`src/verilog/t1_j1_frame_generator_regs.svh`:
```
// Constants of the T1/J1 frame generator: frame geometry, patterns, positions.
// Assumes inclusion by bare name from the frame generator module only.
`ifndef T1_J1_FRAME_GENERATOR_REGS_SVH
`define T1_J1_FRAME_GENERATOR_REGS_SVH
`define FG_LAST_BIT 8'd192
`define FG_CH24_FIRST 8'd185
`define FG_SF_LAST_FRAME 5'd11
`define FG_ESF_LAST_FRAME 5'd23
`define FG_SF_ALIGN 12'h8DC
`define FG_SF_ALIGN_TOP 4'd11
`define FG_ESF_ALIGN 6'h0B
`define FG_ESF_ALIGN_TOP 3'd5
`define FG_ESF_ALIGN_PHASE 2'd3
`define FG_ESF_CRC_PHASE 2'd1
`define FG_ESF_FIRST_CRC_FRAME 5'd1
`define FG_CRC_POLY 6'h03
`define FG_T1_IDLE 16'hFFFF
`define FG_J1_IDLE 16'hFF7E
`define FG_T1_YELLOW 16'hFF00
`define FG_J1_YELLOW 16'hFFFF
`define FG_DL_TOP 4'hF
`define FG_DDS_PATTERN 8'h1D
`define FG_DDS_TOP 3'd7
`define FG_YELLOW_OFS 3'd1
`define FG_DM_D_OFS 3'd1
`define FG_DM_Y_OFS 3'd2
`define FG_FIFO_DEPTH 4
`endif

```
`src/verilog/t1_j1_frame_generator_pkg.sv`:
```
// Types shared by the T1/J1 frame generator modules.
// Assumes nothing of its surroundings.
package t1_j1_frame_generator_pkg;
  typedef enum logic [1:0] {
    FMT_SF = 2'b00,
    FMT_ESF = 2'b01,
    FMT_DM = 2'b10
  } format_type;
endpackage

```
`src/verilog/stream_if.sv`:
```
// Valid/ready word stream between the generator and its input FIFO.
// Assumes both ends share one clock.
`timescale 1ns/1ns
`default_nettype none
interface stream_if #(parameter int WIDTH = 2);
  logic valid;
  logic ready;
  logic [WIDTH-1:0] data;
  modport src (output valid, output data, input ready);
  modport snk (input valid, input data, output ready);
endinterface
`default_nettype wire

```
`src/verilog/fifo_buffer.sv`:
```
// Small synchronous FIFO with registered full and empty.
// Assumes one clock, a clock enable and an asynchronous active-low reset.
`timescale 1ns/1ns
`default_nettype none
module fifo_buffer #(
  parameter int WIDTH = 2,
  parameter int DEPTH = 4
) (
  input wire logic i_clk,
  input wire logic i_nrst,
  input wire logic i_ce,
  stream_if.snk fill,
  stream_if.src drain
);
  localparam int AW = (DEPTH > 1) ? $clog2(DEPTH) : 1;
  localparam int CW = $clog2(DEPTH + 1);
  logic [WIDTH-1:0] mem [DEPTH];
  logic [AW-1:0] wr_q, wr_d, rd_q, rd_d;
  logic [CW-1:0] cnt_q, cnt_d;
  logic full_q, full_d, empty_q, empty_d;
  logic room_q;
  logic push, pop;

  assign push = i_ce & fill.valid & ~full_q;
  assign pop = i_ce & drain.ready & ~empty_q;
  // Ready is a flop of its own so that it can leave the top module directly.
  assign fill.ready = room_q;
  assign drain.valid = ~empty_q;
  assign drain.data = mem[rd_q];

  always_comb begin
    wr_d = wr_q;
    rd_d = rd_q;
    cnt_d = cnt_q;
    if (push) begin
      wr_d = (wr_q == AW'(DEPTH - 1)) ? '0 : wr_q + 1'b1;
    end
    if (pop) begin
      rd_d = (rd_q == AW'(DEPTH - 1)) ? '0 : rd_q + 1'b1;
    end
    if (push & ~pop) begin
      cnt_d = cnt_q + 1'b1;
    end else if (pop & ~push) begin
      cnt_d = cnt_q - 1'b1;
    end
    full_d = (cnt_d == CW'(DEPTH));
    empty_d = (cnt_d == '0);
  end

  always_ff @(posedge i_clk or negedge i_nrst) begin
    if (!i_nrst) begin
      wr_q <= '0;
      rd_q <= '0;
      cnt_q <= '0;
      full_q <= 1'b0;
      room_q <= 1'b1;
      empty_q <= 1'b1;
    end else begin
      wr_q <= wr_d;
      rd_q <= rd_d;
      cnt_q <= cnt_d;
      full_q <= full_d;
      room_q <= ~full_d;
      empty_q <= empty_d;
    end
  end

  // Storage has no reset; only words marked valid by the pointers are read.
  always_ff @(posedge i_clk) begin
    if (push) begin
      mem[wr_q] <= fill.data;
    end
  end
endmodule
`default_nettype wire

```
`src/verilog/t1_j1_frame_generator.sv`:
```
// T1/J1 transmit frame generator: overwrites overhead bits of a serial stream.
// Assumes one bit per accepted word, I_FRAME_PULSE on the first bit of a multiframe.
`timescale 1ns/1ns
`default_nettype none
`include "t1_j1_frame_generator_regs.svh"
module t1_j1_frame_generator #(
  parameter int FIFO_DEPTH = `FG_FIFO_DEPTH
) (
  input wire logic I_CLK,
  input wire logic I_NRST,
  input wire logic I_CE,
  input wire logic I_DATA,
  input wire logic I_FRAME_PULSE,
  input wire logic I_VALID,
  output logic O_READY,
  output logic O_DATA,
  output logic O_VALID,
  input wire logic I_OUT_READY,
  input wire logic [1:0] I_FORMAT,
  input wire logic I_J1_MODE,
  input wire logic I_FRAMING_DISABLE,
  input wire logic I_TERMINAL_FRAMING_INVERT,
  input wire logic I_SIGNALING_FRAMING_INVERT,
  input wire logic I_CRC_PATTERN_INVERT,
  input wire logic I_DDS_PATTERN_INVERT,
  input wire logic I_COPY_FRAMING_BIT_ENABLE,
  input wire logic I_MANUAL_YELLOW_SEND,
  input wire logic I_AUTO_REMOTE_ALARM_ENABLE,
  input wire logic I_RED_ALARM,
  input wire logic I_CRC_INSERT_BYPASS,
  input wire logic I_DATA_LINK_BYPASS,
  input wire logic I_BOC_VALID,
  input wire logic I_BOC_BIT,
  input wire logic I_PRM_VALID,
  input wire logic I_PRM_BIT,
  input wire logic I_HDLC_VALID,
  input wire logic I_HDLC_BIT,
  output logic O_HDLC_TAKE,
  input wire logic I_BASIC_FRAME_FLAG_CLR,
  input wire logic I_MULTIFRAME_FLAG_CLR,
  input wire logic I_BASIC_FRAME_IRQ_ENABLE,
  input wire logic I_MULTIFRAME_IRQ_ENABLE,
  output logic O_BASIC_FRAME_FLAG,
  output logic O_MULTIFRAME_FLAG,
  output logic O_IRQ,
  output logic O_YELLOW_ACTIVE,
  output logic [3:0] O_INVERT_PENDING
);
  localparam logic [11:0] SF_ALIGN = `FG_SF_ALIGN;
  localparam logic [5:0] ESF_ALIGN = `FG_ESF_ALIGN;
  localparam logic [7:0] DDS_PAT = `FG_DDS_PATTERN;

  stream_if #(.WIDTH(2)) fill_s ();
  stream_if #(.WIDTH(2)) drain_s ();

  fifo_buffer #(.WIDTH(2), .DEPTH(FIFO_DEPTH)) u_fifo (
    .i_clk(I_CLK),
    .i_nrst(I_NRST),
    .i_ce(I_CE),
    .fill(fill_s),
    .drain(drain_s)
  );

  t1_j1_frame_generator_pkg::format_type fmt;
  logic [7:0] pos_q, pos_d, cur_pos, pm1;
  logic [4:0] frm_q, frm_d, cur_frm, last_frm;
  logic [2:0] ch_off;
  logic [3:0] dl_idx_q, dl_idx_d;
  logic [5:0] crc_acc_q, crc_acc_d, crc_tx_q, crc_tx_d, crc_seed;
  logic ft_pend_q, ft_pend_d, fs_pend_q, fs_pend_d;
  logic crc_pend_q, crc_pend_d, dds_pend_q, dds_pend_d;
  logic crc_act_q, crc_act_d, dds_act_q, dds_act_d;
  logic last_f_q, last_f_d, o_data_d, o_valid_d, hdlc_take_d;
  logic bf_d, mf_d, irq_d, yellow;
  logic fire, in_bit, fp, f_slot, odd_frame, mimic_slot, ch24, out_bit, mf_start;
  logic [15:0] idle_pat, yel_pat;

  assign fill_s.valid = I_VALID;
  assign fill_s.data = {I_FRAME_PULSE, I_DATA};
  assign O_READY = fill_s.ready;
  assign drain_s.ready = ~O_VALID | I_OUT_READY;
  assign fire = I_CE & drain_s.valid & drain_s.ready;
  assign fp = drain_s.data[1];
  assign in_bit = drain_s.data[0];

  always_comb begin
    fmt = t1_j1_frame_generator_pkg::format_type'(I_FORMAT);
    cur_pos = fp ? '0 : pos_q;
    cur_frm = fp ? '0 : frm_q;
    pm1 = cur_pos - 8'd1;
    ch_off = pm1[2:0];
    f_slot = (cur_pos == '0);
    mf_start = f_slot & (cur_frm == '0);
    odd_frame = ~cur_frm[0];
    ch24 = (cur_pos >= `FG_CH24_FIRST);
    mimic_slot = (cur_pos == 8'd1) & I_COPY_FRAMING_BIT_ENABLE & ~I_FRAMING_DISABLE;
    yellow = I_MANUAL_YELLOW_SEND | (I_AUTO_REMOTE_ALARM_ENABLE & I_RED_ALARM);
    idle_pat = I_J1_MODE ? `FG_J1_IDLE : `FG_T1_IDLE;
    yel_pat = I_J1_MODE ? `FG_J1_YELLOW : `FG_T1_YELLOW;
    last_frm = (fmt == t1_j1_frame_generator_pkg::FMT_ESF) ? `FG_ESF_LAST_FRAME :
               `FG_SF_LAST_FRAME;
  end

  always_comb begin
    out_bit = in_bit;
    ft_pend_d = ft_pend_q;
    fs_pend_d = fs_pend_q;
    crc_pend_d = crc_pend_q;
    dds_pend_d = dds_pend_q;
    crc_act_d = crc_act_q;
    dds_act_d = dds_act_q;
    dl_idx_d = dl_idx_q;
    hdlc_take_d = 1'b0;
    if (fire) begin
      if (mf_start) begin
        crc_act_d = 1'b0;
      end
      if (f_slot) begin
        dds_act_d = 1'b0;
      end
      unique case (fmt)
        t1_j1_frame_generator_pkg::FMT_SF, t1_j1_frame_generator_pkg::FMT_DM: begin
          if (f_slot && !I_FRAMING_DISABLE) begin
            out_bit = SF_ALIGN[`FG_SF_ALIGN_TOP - cur_frm[3:0]];
            if (fmt == t1_j1_frame_generator_pkg::FMT_SF && I_J1_MODE &&
                cur_frm == `FG_SF_LAST_FRAME) begin
              out_bit = yellow;
            end
            if (odd_frame && ft_pend_q) begin
              out_bit = ~out_bit;
              ft_pend_d = 1'b0;
            end else if (!odd_frame && fs_pend_q) begin
              out_bit = ~out_bit;
              fs_pend_d = 1'b0;
            end
          end
          if (fmt == t1_j1_frame_generator_pkg::FMT_SF && !I_J1_MODE && !f_slot &&
              ch_off == `FG_YELLOW_OFS && yellow) begin
            out_bit = 1'b0;
          end
          if (fmt == t1_j1_frame_generator_pkg::FMT_DM && ch24 && !I_FRAMING_DISABLE) begin
            if (ch_off == `FG_DM_D_OFS) begin
              if (!I_DATA_LINK_BYPASS && I_HDLC_VALID) begin
                out_bit = I_HDLC_BIT;
                hdlc_take_d = 1'b1;
              end
            end else if (ch_off == `FG_DM_Y_OFS) begin
              out_bit = ~yellow;
            end else begin
              if (cur_pos == `FG_CH24_FIRST && dds_pend_q) begin
                dds_act_d = 1'b1;
                dds_pend_d = 1'b0;
              end
              out_bit = DDS_PAT[`FG_DDS_TOP - ch_off] ^ dds_act_d;
            end
          end
        end
        t1_j1_frame_generator_pkg::FMT_ESF: begin
          if (f_slot && !I_FRAMING_DISABLE) begin
            if (cur_frm[1:0] == `FG_ESF_ALIGN_PHASE) begin
              out_bit = ESF_ALIGN[`FG_ESF_ALIGN_TOP - cur_frm[4:2]];
              if (fs_pend_q) begin
                out_bit = ~out_bit;
                fs_pend_d = 1'b0;
              end
            end else if (cur_frm[1:0] == `FG_ESF_CRC_PHASE) begin
              if (!I_CRC_INSERT_BYPASS) begin
                if (cur_frm == `FG_ESF_FIRST_CRC_FRAME && crc_pend_q) begin
                  crc_act_d = 1'b1;
                  crc_pend_d = 1'b0;
                end
                out_bit = crc_tx_q[`FG_ESF_ALIGN_TOP - cur_frm[4:2]] ^ crc_act_d;
              end
            end else if (yellow) begin
              out_bit = yel_pat[`FG_DL_TOP - dl_idx_q];
              dl_idx_d = dl_idx_q + 4'd1;
            end else if (!I_DATA_LINK_BYPASS) begin
              if (I_BOC_VALID) begin
                out_bit = I_BOC_BIT;
              end else if (I_PRM_VALID) begin
                out_bit = I_PRM_BIT;
              end else if (I_HDLC_VALID) begin
                out_bit = I_HDLC_BIT;
                hdlc_take_d = 1'b1;
              end else begin
                out_bit = idle_pat[`FG_DL_TOP - dl_idx_q];
                dl_idx_d = dl_idx_q + 4'd1;
              end
            end
          end
        end
        default: begin
          out_bit = in_bit;
        end
      endcase
      if (mimic_slot) begin
        out_bit = last_f_q;
      end
    end
    // A new request arriving in the cycle of its own use is kept for the next chance.
    ft_pend_d = ft_pend_d | I_TERMINAL_FRAMING_INVERT;
    fs_pend_d = fs_pend_d | I_SIGNALING_FRAMING_INVERT;
    crc_pend_d = crc_pend_d | I_CRC_PATTERN_INVERT;
    dds_pend_d = dds_pend_d | I_DDS_PATTERN_INVERT;
  end

  always_comb begin
    pos_d = pos_q;
    frm_d = frm_q;
    last_f_d = last_f_q;
    crc_acc_d = crc_acc_q;
    crc_tx_d = crc_tx_q;
    crc_seed = '0;
    o_data_d = O_DATA;
    o_valid_d = O_VALID & ~I_OUT_READY;
    bf_d = O_BASIC_FRAME_FLAG & ~I_BASIC_FRAME_FLAG_CLR;
    mf_d = O_MULTIFRAME_FLAG & ~I_MULTIFRAME_FLAG_CLR;
    if (fire) begin
      o_data_d = out_bit;
      o_valid_d = 1'b1;
      if (cur_pos == `FG_LAST_BIT) begin
        pos_d = '0;
        frm_d = (cur_frm == last_frm) ? '0 : cur_frm + 5'd1;
      end else begin
        pos_d = cur_pos + 8'd1;
        frm_d = cur_frm;
      end
      if (f_slot) begin
        last_f_d = out_bit;
        bf_d = 1'b1;
      end
      if (mf_start) begin
        mf_d = 1'b1;
        crc_tx_d = crc_acc_q;
      end else begin
        crc_seed = crc_acc_q;
      end
      // Framing bits enter the check sum as ones.
      crc_acc_d = {crc_seed[4:0], 1'b0} ^
                  ((crc_seed[5] ^ (f_slot | out_bit)) ? `FG_CRC_POLY : 6'h00);
    end
    irq_d = (bf_d & I_BASIC_FRAME_IRQ_ENABLE) | (mf_d & I_MULTIFRAME_IRQ_ENABLE);
  end

  always_ff @(posedge I_CLK or negedge I_NRST) begin
    if (!I_NRST) begin
      pos_q <= '0;
      frm_q <= '0;
      dl_idx_q <= '0;
      crc_acc_q <= '0;
      crc_tx_q <= '0;
      ft_pend_q <= 1'b0;
      fs_pend_q <= 1'b0;
      crc_pend_q <= 1'b0;
      dds_pend_q <= 1'b0;
      crc_act_q <= 1'b0;
      dds_act_q <= 1'b0;
      last_f_q <= 1'b0;
      O_DATA <= 1'b0;
      O_VALID <= 1'b0;
      O_HDLC_TAKE <= 1'b0;
      O_BASIC_FRAME_FLAG <= 1'b0;
      O_MULTIFRAME_FLAG <= 1'b0;
      O_IRQ <= 1'b0;
      O_YELLOW_ACTIVE <= 1'b0;
      O_INVERT_PENDING <= '0;
    end else if (I_CE) begin
      pos_q <= pos_d;
      frm_q <= frm_d;
      dl_idx_q <= dl_idx_d;
      crc_acc_q <= crc_acc_d;
      crc_tx_q <= crc_tx_d;
      ft_pend_q <= ft_pend_d;
      fs_pend_q <= fs_pend_d;
      crc_pend_q <= crc_pend_d;
      dds_pend_q <= dds_pend_d;
      crc_act_q <= crc_act_d;
      dds_act_q <= dds_act_d;
      last_f_q <= last_f_d;
      O_DATA <= o_data_d;
      O_VALID <= o_valid_d;
      O_HDLC_TAKE <= hdlc_take_d;
      O_BASIC_FRAME_FLAG <= bf_d;
      O_MULTIFRAME_FLAG <= mf_d;
      O_IRQ <= irq_d;
      O_YELLOW_ACTIVE <= yellow;
      O_INVERT_PENDING <= {dds_pend_d, crc_pend_d, fs_pend_d, ft_pend_d};
    end
  end
endmodule
`default_nettype wire

```
`config.mk`:
```
export PLATFORM = sky130hd
export DESIGN_NAME = t1_j1_frame_generator
export DESIGN_NICKNAME = d
export VERILOG_FILES = /design/src/verilog/t1_j1_frame_generator_pkg.sv /design/src/verilog/stream_if.sv /design/src/verilog/fifo_buffer.sv /design/src/verilog/t1_j1_frame_generator.sv
export VERILOG_INCLUDE_DIRS = /design/src /design/src/verilog
export SDC_FILE = /design/constraint.sdc
export NUM_CORES = 1
export LEC_CHECK = 0
export ABC_AREA = 1
export CELL_PAD_IN_SITES_DETAIL_PLACEMENT = 0
export CELL_PAD_IN_SITES_GLOBAL_PLACEMENT = 1
export CORE_MARGIN = 2
export CORE_UTILIZATION = 45
export DETAILED_ROUTE_END_ITERATION = 8
export DONT_BUFFER_PORTS = 1
export MAX_ROUTING_LAYER = met4
export PLACE_DENSITY_LB_ADDON = 0.1
export SLEW_MARGIN = 20
export SYNTH_ARGS = -nofsm -noshare
export SYNTH_HDL_FRONTEND = slang
export SYNTH_SLANG_ARGS = --single-unit
export TNS_END_PERCENT = 30
```
`constraint.sdc`:
```
create_clock -name I_CLK -period 3.2 [get_ports I_CLK]
set_input_delay 0.16 -clock I_CLK [delete_from_list [all_inputs] [get_ports I_CLK]]
set_output_delay 0.16 -clock I_CLK [all_outputs]
set_load 0.005 [all_outputs]
```
==> results of run 1 <==
synth_stat cells, drive strengths merged:
cell type	instances	share of area
nand2	119	0.13
inv	80	0.079
dfrtp	51	0.34
nor2	47	0.052
o21ai	43	0.058
nand3	41	0.063
a21oi	16	0.022
ha	16	0.053
nor3	12	0.017
clkbuf	8	0.0079
edfxtp	8	0.063
nand4	8	0.013
buf	6	0.014
xor2	6	0.014
o22ai	5	0.0083
nand3b	4	0.0079
o31ai	4	0.0079
a22o	3	0.0069
o41ai	3	0.0069
xnor2	3	0.0069
a31oi	2	0.0033
dfstp	2	0.014
o2111ai	2	0.0046
o211ai	2	0.0040
a22oi	1	0.0020
a32o	1	0.0026
o21bai	1	0.0020
o221ai	1	0.0023
o32ai	1	0.0023
what timing repair did:
item / 4_1_cts / 5_1_grt
gates resized for setup: 0 / 13
endpoints found under the setup margin: 0 / 2
hold buffers: 10 / 0
setup buffers: 0 / 0
hold endpoints to repair: 69 / 0
flip-flops by register name (all words and copies together) (netlist names), 2 cells and up:
signal            count
O_INVERT_PENDING      4
crc_acc_q             6
crc_tx_q              6
dl_idx_q              4
frm_q                 5
pos_q                 8
u_fifo.cnt_q          3
u_fifo.mem            8
u_fifo.rd_q           2
u_fifo.wr_q           2
area by class of cell:
| cell class | count | area share |
|---|---|---|
| multi-input combinational | 341 | 0.442 |
| clock buffer | 10 | 0.0299 |
| tap | 105 | 0.0308 |
| timing repair buffer | 15 | 0.0373 |
| clock inverter | 6 | 0.0206 |
| inverter | 80 | 0.0705 |
| sequential | 61 | 0.368 |
metrics by stage:
step                      worst slack (ps)  utilization  instances  hold slack (ps)  TNS (ps)
after floorplan                        415            -        496             -136         0
after global placement                 276        0.474        592             -134         0
after detailed placement               165        0.474        592             -134         0
after CTS                              134        0.515        618             26.5         0
after global routing                 -3.45        0.521        618             56.4     -3.45
final                                  329        0.521        618             42.7         0
cells by family (layout without fill, tap and decap cells):
| family | after synthesis | count (layout) | share of synthesized area |
|---|---|---|---|
| adder cells (fa/ha/maj) | 16 | 16 | 0.0528 |
| AND/OR/NAND/NOR | 231 | 231 | 0.279 |
| AO/OA/AOI/OAI | 85 | 85 | 0.133 |
| XOR/XNOR | 9 | 9 | 0.0208 |
| flip-flops | 61 | 61 | 0.414 |
| buffers and inverters | 94 | 111 | 0.101 |
worst paths after layout:
kind | endpoint
setup reg to reg | crc_acc_q[1]
setup / recovery | crc_acc_q[1]
hold / removal | O_IRQ
hold reg to reg | crc_tx_q[1]
min in group asynchronous | pos_q[6]
max in group asynchronous | u_fifo.empty_q
metal layers:
layer,up-vias,GRT usage
met2,47,0.381
met4,0,0.0869
met1,1571,0.272
met3,14,0.0423
met5,-,-
li1,1642,-
power breakdown:
part / switching, mW / leakage [nW] / internal, mW
Clock: 0.328 / 0.110 / 0.439
Sequential: 0.156 / 0.737 / 0.997
Combinational: 0.882 / 1.18 / 0.428
Total: 1.37 / 2.03 / 1.86
critical path, cell delays in order (launching register included):
cell	delay, ps
dfrtp_2	420
inv_2	70
nand2_1	70
nand3_2	110
nand2_8	160
buf_6	180
nand2_2	110
inv_2	100
ha_1	180
inv_1	60
nor2_2	160
nand2_2	80
nand3_2	90
nand2_2	80
nor2_1	100
a21oi_1	90
a21oi_1	160
nand2_1	90
nand2_2	90
nand2_1	50
nand2_1	70
nand3_1	80
nand2_1	80
nand2_1	50
==> results.yml, run 1 <==
outcome:
  status: "completed"
drt:
  wl_met2_um: 4730
  top_layer: "met4"
  drtAntennaViolNets: 0
  viasPerCell: 5.30
  wl_per_cell_um: 15.2
  drc: 0
  dr.pass1.iters: 4
  dr_total_vias: 3274
  routed_wl_um: 9410
  first_iter_violations: 159
  met3_length_um: 326
  met1_length_um: 4180
logic_synthesis:
  synth-seq-cells: 61
  yosysWarnings: 0
  synth_cells: 496
  yosysUniqueCellTypes: 40
  syn_area_um2: 3790
  synth.yosys.seq_area_share: 0.414
  syn_nets: 543
  avgSynthCellArea_um2: 7.64
finish:
  finalInstanceArea_um2: 4260
  final-seq-area_um2: 1570
  drive_above_1_share: 0.115
  area_delta_synth_final_pct: 12.4
  multi_input_area_um2: 1890
  n_antenna_cell: 0
  final_nets: 555
  layout_common_cells: "nand2_1, inv_1, dfrtp_1"
  final_common_cell: "nand2_1"
  nFillCells: 810
sta:
  setup_violations: 0
  fmax_mhz: 348
  slew_viol_final: 0
  tightest_slew_ps: 581
  finalCriticalPeriod_ps: 2870
  finClkSkew_ps: 11.4
  slew-limit-headroom: 0.611
  timing.final.crit_share: 0.897
  hold_viol: 0
cts:
  max-clock-path-buffers: 2
  cts.sinks: 61
  cts-root-buf: "clkbuf_8"
  clkTransAtPathRegs_ps: 70
  clk_latency_ps: 350
  htree_levels: 3
  numCtsBuffers: 9
  cts_tree: "done"
setup_path:
  cp-end-kind: "flop"
  critPathLaunch: "u_fifo.rd_q[0]"
  start_kind: "flop"
  worst-r2r-setup-slack_ps: 330
  path_class: "reg2reg"
  crit_arrival_ps: 3110
  reg2reg_from: "u_fifo.rd_q[0]"
  reg2reg_depth: 23
  worstPathRequired_ps: 3440
  path_max_fanout: 15
pwr:
  cellLeakagePower_nw: 2.03
  ir_worst_vdd_v: 0.000385
  p_per_area_nw_per_um2: 758
  power.total_mw: 3.23
hold_path:
  min_from: "I_BASIC_FRAME_IRQ_ENABLE"
  hold_depth: 2
  hp-class: "in2reg"
die:
  die_x_um: 95.8
  initial_core_util: 0.464
  die_y_um: 95.8
  core_area_um2: 8180
  dieArea_um2: 9170
  top_level_ports: 43
  fp-row-count: 33
place:
  hpwl_um: 6990
  placed_cell_area_um2: 3880
  gp_congestion: 0.946
  io_buffers: 0
grt:
  gr-total-overflow: 0
  grt_pass1_vias: 3150
  grt_pass1_wl_um: 15200
  track_usage: 0.227
  antenna_found_initial: 0
  grt_max_degree: 54
flow_run:
  max_cap_violations: 0
Note: power is estimated with default switching activity, not from simulation.
==> run 2: changes to the inputs <==
- CORE_UTILIZATION: 45 -> 25
==> results.yml, run 2 (same netlist as run 1, synthesis figures left out) <==
drt:
  drc: 0
  viasPerCell: 4.68
  first_iter_violations: 231
  drtAntennaViolNets: 0
  dr.pass1.iters: 4
  routed_wl_um: 11100
  dr_total_vias: 3299
  wl_per_cell_um: 15.7
place:
  place_ws_ps: 267
  gp_congestion: 0.818
  io_buffers: 0
  hpwl_um: 8320
  placedCellCount: 678
hold_path:
  hp-class: "in2reg"
setup_path:
  worstPathRequired_ps: 3430
  cp_slowest_cell: "dfrtp_2"
  slowest_delay_ps: 410
  cpMostUsedCell: "nand2_1"
  start_kind: "flop"
  path_class: "reg2reg"
  crit_family: "simple AND/OR/NAND/NOR gates"
  critPathBufInv: 5
  path_cells: "inv_2 > nand2_1 > nand3_2 > nand2_4 > buf_4 > nand2_2 > ha_1 > nand2_2 > nor2_4 > buf_4 > nand2_2 > inv_1 > o21ai_1 > inv_1 > nand2_1 > nand2_1 > a21oi_1 > nand2_1 > nand2_2 > nand2_1 > nand2_1 > nand3_1 > nand2_1 > nand2_1"
  crit_arrival_ps: 3120
  cp-end-kind: "flop"
  path_max_fanout: 14
grt:
  grt_pass1_wl_um: 17800
  gr-total-overflow: 0
  grt_max_degree: 54
  antenna_found_initial: 0
  grt_pass1_vias: 3362
  track_usage: 0.149
finish:
  n_antenna_cell: 0
  utilization: 0.297
  area_delta_synth_final_pct: 17.8
  final_nets: 559
  layout_common_cells: "nand2_1, inv_1, dfrtp_1"
  top_regs: "pos_q: 8 flops, u_fifo.mem: 8 flops"
  drive_above_1_share: 0.122
  final_cell_count_no_fill: 705
  final_common_cell: "nand2_1"
  nFillCells: 1639
die:
  initial_core_util: 0.252
  dieArea_um2: 16200
  die_y_um: 127
  fp-row-count: 45
  die_x_um: 127
  top_level_ports: 43
  core_area_um2: 15000
pwr:
  clkPwrFrac: 0.294
  p_per_area_nw_per_um2: 798
  cellLeakagePower_nw: 2.09
  ir_worst_vdd_v: 0.000359
  pwr-share-seq: 0.325
  combPwrFrac: 0.381
  swShare: 0.401
  intPower_mw: 2.13
  p_sw_mw: 1.43
sta:
  setup_violations: 0
  slew-limit-headroom: 0.562
  fin_tns_setup_ps: 0
  slew_viol_final: 0
  hold_viol: 0
  setup_ws_ps: 313
  holdWs_ps: 13.3
  timing.final.crit_share: 0.902
  fmax_mhz: 346
  finalCriticalPeriod_ps: 2890
  grt_setup_unrepaired: "no"
  finClkSkew_ps: 6.93
  tightest_slew_ps: 654
outcome:
  status: "completed"
flow_run:
  max_cap_violations: 0
cts:
  max-clock-path-buffers: 2
  clkTransAtPathRegs_ps: 60
  cts.sinks: 61
  htree_levels: 3
  clk_latency_ps: 340
  numCtsBuffers: 9
  cts-root-buf: "clkbuf_16"
  cts_tree: "done"
run 2: worst paths after layout:
check / start / to / slack, ps / cells after the start
worst max-delay path: u_fifo.rd_q[0] / crc_acc_q[1] / 310 / 24
worst min-delay path: I_MULTIFRAME_IRQ_ENABLE / O_IRQ / 10 / 2
worst max register to register: u_fifo.rd_q[0] / crc_acc_q[1] / 310 / 24
worst min register to register: crc_tx_q[1] / crc_tx_q[1] / 480 / 2
max in group asynchronous: I_NRST / u_fifo.fill.ready / 2550 / 2
min in group asynchronous: I_NRST / pos_q[7] / 340 / 2
run 2: metrics by stage:
step	area, um^2	power [mW]
global route	4470	3.85
floorplan	3790	2.12
finish	4470	3.56
detailed placement	4010	2.46
global placement	4010	2.46
CTS	4430	3.57
run 2: layer usage:
metal,wire (um),up-vias,global-route usage
met4,87,0,0.0388
li1,-,1654,-
met2,5110,67,0.231
met1,5360,1570,0.189
met5,0,-,-
met3,494,8,0.0452
run 2: worst reg2reg max path, delay by kind of cell, from the launching register on:
family | cells | cell delay [ps]
fa+ha+maj | 1 | 240
buf+inv | 5 | 560
flops | 1 | 410
compound gates | 2 | 260
simple gates | 16 | 1310
run 2: power by group through the flow:
stage / clock network (mW) / registers [mW] / logic [mW]
2_1_floorplan: 0 / 1.12 / 1.00
3_3_place_gp: 0 / 1.17 / 1.30
3_5_place_dp: 0 / 1.17 / 1.29
4_1_cts: 1.09 / 1.16 / 1.32
5_1_grt: 1.12 / 1.19 / 1.55
6_report: 1.05 / 1.16 / 1.36
run 2: layout make-up:
| cell class | count | area, um^2 | area share |
|---|---|---|---|
| tap | 188 | 235 | 0.0527 |
| sequential | 61 | 1570 | 0.352 |
| clock buffer | 10 | 229 | 0.0513 |
| multi-input combinational | 341 | 1860 | 0.417 |
| inverter | 80 | 300 | 0.0672 |
| timing repair buffer | 19 | 183 | 0.0409 |
| clock inverter | 6 | 87.6 | 0.0196 |
run 2: what timing repair did:
action                                  in CTS  in global routing
hold endpoints to repair                    69                  0
gates resized for setup                      0                  8
endpoints found under the setup margin       0                  2
buffers inserted                             0                  2
hold buffers                                 9                  0
==> run 3: changes to the inputs <==
- clock period: 3.2 -> 2.4 ns (I/O delays scaled with it)
==> results.yml, run 3 (same netlist as run 1, synthesis figures left out) <==
outcome:
  status: "complete, but fails checks"
  violations: "negative setup slack"
sta:
  finClkSkew_ps: 9.27
  fmax_mhz: 373
  setup_ws_ps: -281
  slew_viol_final: 0
  setup_violations: 18
  finalCriticalPeriod_ps: 2680
  grt_setup_unrepaired: "yes"
  timing.final.crit_share: 1.12
  hold_viol: 0
  fin_tns_setup_ps: -1430
  slew-limit-headroom: 0.611
  tightest_slew_ps: 583
  holdWs_ps: 16.6
drt:
  dr.pass1.iters: 6
  dr_total_vias: 3569
  viasPerCell: 4.55
  drc: 0
  wl_per_cell_um: 15.4
  first_iter_violations: 167
  drtAntennaViolNets: 0
  routed_wl_um: 12100
grt:
  track_usage: 0.162
  antenna_found_initial: 0
  grt_pass1_wl_um: 19400
  grt_max_degree: 54
  gr-total-overflow: 0
  grt_pass1_vias: 3711
die:
  dieArea_um2: 16200
  die_x_um: 127
  core_area_um2: 15000
  fp-row-count: 45
  initial_core_util: 0.252
  die_y_um: 127
  top_level_ports: 43
finish:
  layout_common_cells: "nand2_1, buf_4, inv_1"
  finalInstanceArea_um2: 5350
  area_delta_synth_final_pct: 41.2
  top_regs: "pos_q: 8 flops, u_fifo.mem: 8 flops"
  final_nets: 638
  drive_above_1_share: 0.310
  n_antenna_cell: 0
  final_common_cell: "nand2_1"
setup_path:
  cpMostUsedCell: "nand2_1"
  cp-end-kind: "flop"
  crit_family: "simple AND/OR/NAND/NOR gates"
  start_kind: "flop"
  slowest_delay_ps: 410
  crit_arrival_ps: 2910
  worstPathRequired_ps: 2630
  critPathBufInv: 4
  cp_slowest_cell: "dfrtp_1"
  path_max_fanout: 5
  path_class: "reg2reg"
cts:
  max-clock-path-buffers: 2
  cts-root-buf: "clkbuf_16"
  clk_latency_ps: 350
  cts_tree: "done"
  clkTransAtPathRegs_ps: 60
  numCtsBuffers: 9
  htree_levels: 3
  cts.sinks: 61
pwr:
  ir_worst_vdd_v: 0.000515
  cellLeakagePower_nw: 2.53
  p_sw_mw: 2.24
  swShare: 0.389
  intPower_mw: 3.52
  p_per_area_nw_per_um2: 1080
  combPwrFrac: 0.484
  pwr-share-seq: 0.267
  clkPwrFrac: 0.250
place:
  gp_congestion: 0.805
  placed_cell_area_um2: 4560
  place_ws_ps: -369
  hpwl_um: 8950
  io_buffers: 0
flow_run:
  max_cap_violations: 0
hold_path:
  hp-class: "in2reg"
==> run 3: cell count changes in the layout (fill, tap and decap cells not counted), sizes merged <==
| cell | before | now |
|---|---|---|
| buf | 11 | 88 |
| clkinv | 4 | 1 |
| clkbuf | 10 | 12 |
| dlygate4sd3 | 8 | 10 |
| clkinvlp | 0 | 1 |
==> run 3: worst register-to-register path, cell delays in order (launching register included) <==
cell and delay [ps]:
dfrtp_1 410, inv_2 80, nand2_2 70, nand3_2 80
nand2_4 160, inv_6 60, nor2_4 130, buf_6 130
ha_4 130, inv_2 50, nor3_4 140, nand3_2 100
nand3_2 80, nand2_1 50, nand2_1 60, nand3_1 60
nand2_1 60, nand2_1 60, a21oi_2 130, nand2_1 80
nand2_2 110, nand2_2 60, nand2_2 80, nand3_2 90
nand2_1 80, nand2_1 40
==> run 3: metal layers <==
layer / track usage / vias up / wire, um / share of wire
li1: - / 1815 / - / -
met1: 0.198 / 1699 / 5710 / 0.47
met2: 0.264 / 45 / 5750 / 0.47
met3: 0.0498 / 10 / 509 / 0.042
met4: 0.0388 / 0 / 140 / 0.012
met5: - / - / 0 / 0
==> run 3: power by group through the flow <==
| stage | Combinational (mW) | Sequential (mW) | Clock, mW |
|---|---|---|---|
| after floorplan | 1.39 | 1.49 | 0 |
| after global placement | 2.30 | 1.55 | 0 |
| after detailed placement | 2.29 | 1.55 | 0 |
| after CTS | 2.57 | 1.53 | 1.48 |
| after global routing | 3.12 | 1.57 | 1.53 |
| final | 2.79 | 1.53 | 1.44 |
==> run 3: repair_timing <==
item                                    CTS  global route
endpoints found under the hold margin    70             0
setup buffers                            12             4
pin swaps                                13            22
endpoints found under the setup margin   15            31
resized for setup                        19            42
hold buffers                             11             0
==> run 3: layout make-up <==
type	count	area, um^2
Tap cell	188	235
Timing Repair Buffer	98	845
Inverter	80	305
Clock inverter	4	72.6
Clock buffer	12	246
Multi-Input combinational cell	341	2080
Sequential cell	61	1570
Fill cell	1550	9680
==> run 3: per-stage QoR <==
stage	cells	power (mW)	util
4_1_cts	780	5.58	0.345
2_1_floorplan	496	2.89	-
5_1_grt	784	6.21	0.356
3_5_place_dp	741	3.84	0.303
3_3_place_gp	741	3.85	0.303
6_report	784	5.76	0.356
==> run 3: final timing paths <==
check,startpoint,endpoint,slack (ps),cells after the start
max in group asynchronous,I_NRST,u_fifo.empty_q,1730,2
min in group asynchronous,I_NRST,O_YELLOW_ACTIVE,350,2
worst max-delay path,u_fifo.rd_q[0],crc_acc_q[1],-280,25
worst max register to register,u_fifo.rd_q[0],crc_acc_q[1],-280,25
worst min-delay path,I_CE,O_YELLOW_ACTIVE,20,3
worst min register to register,crc_tx_q[1],crc_tx_q[1],480,2
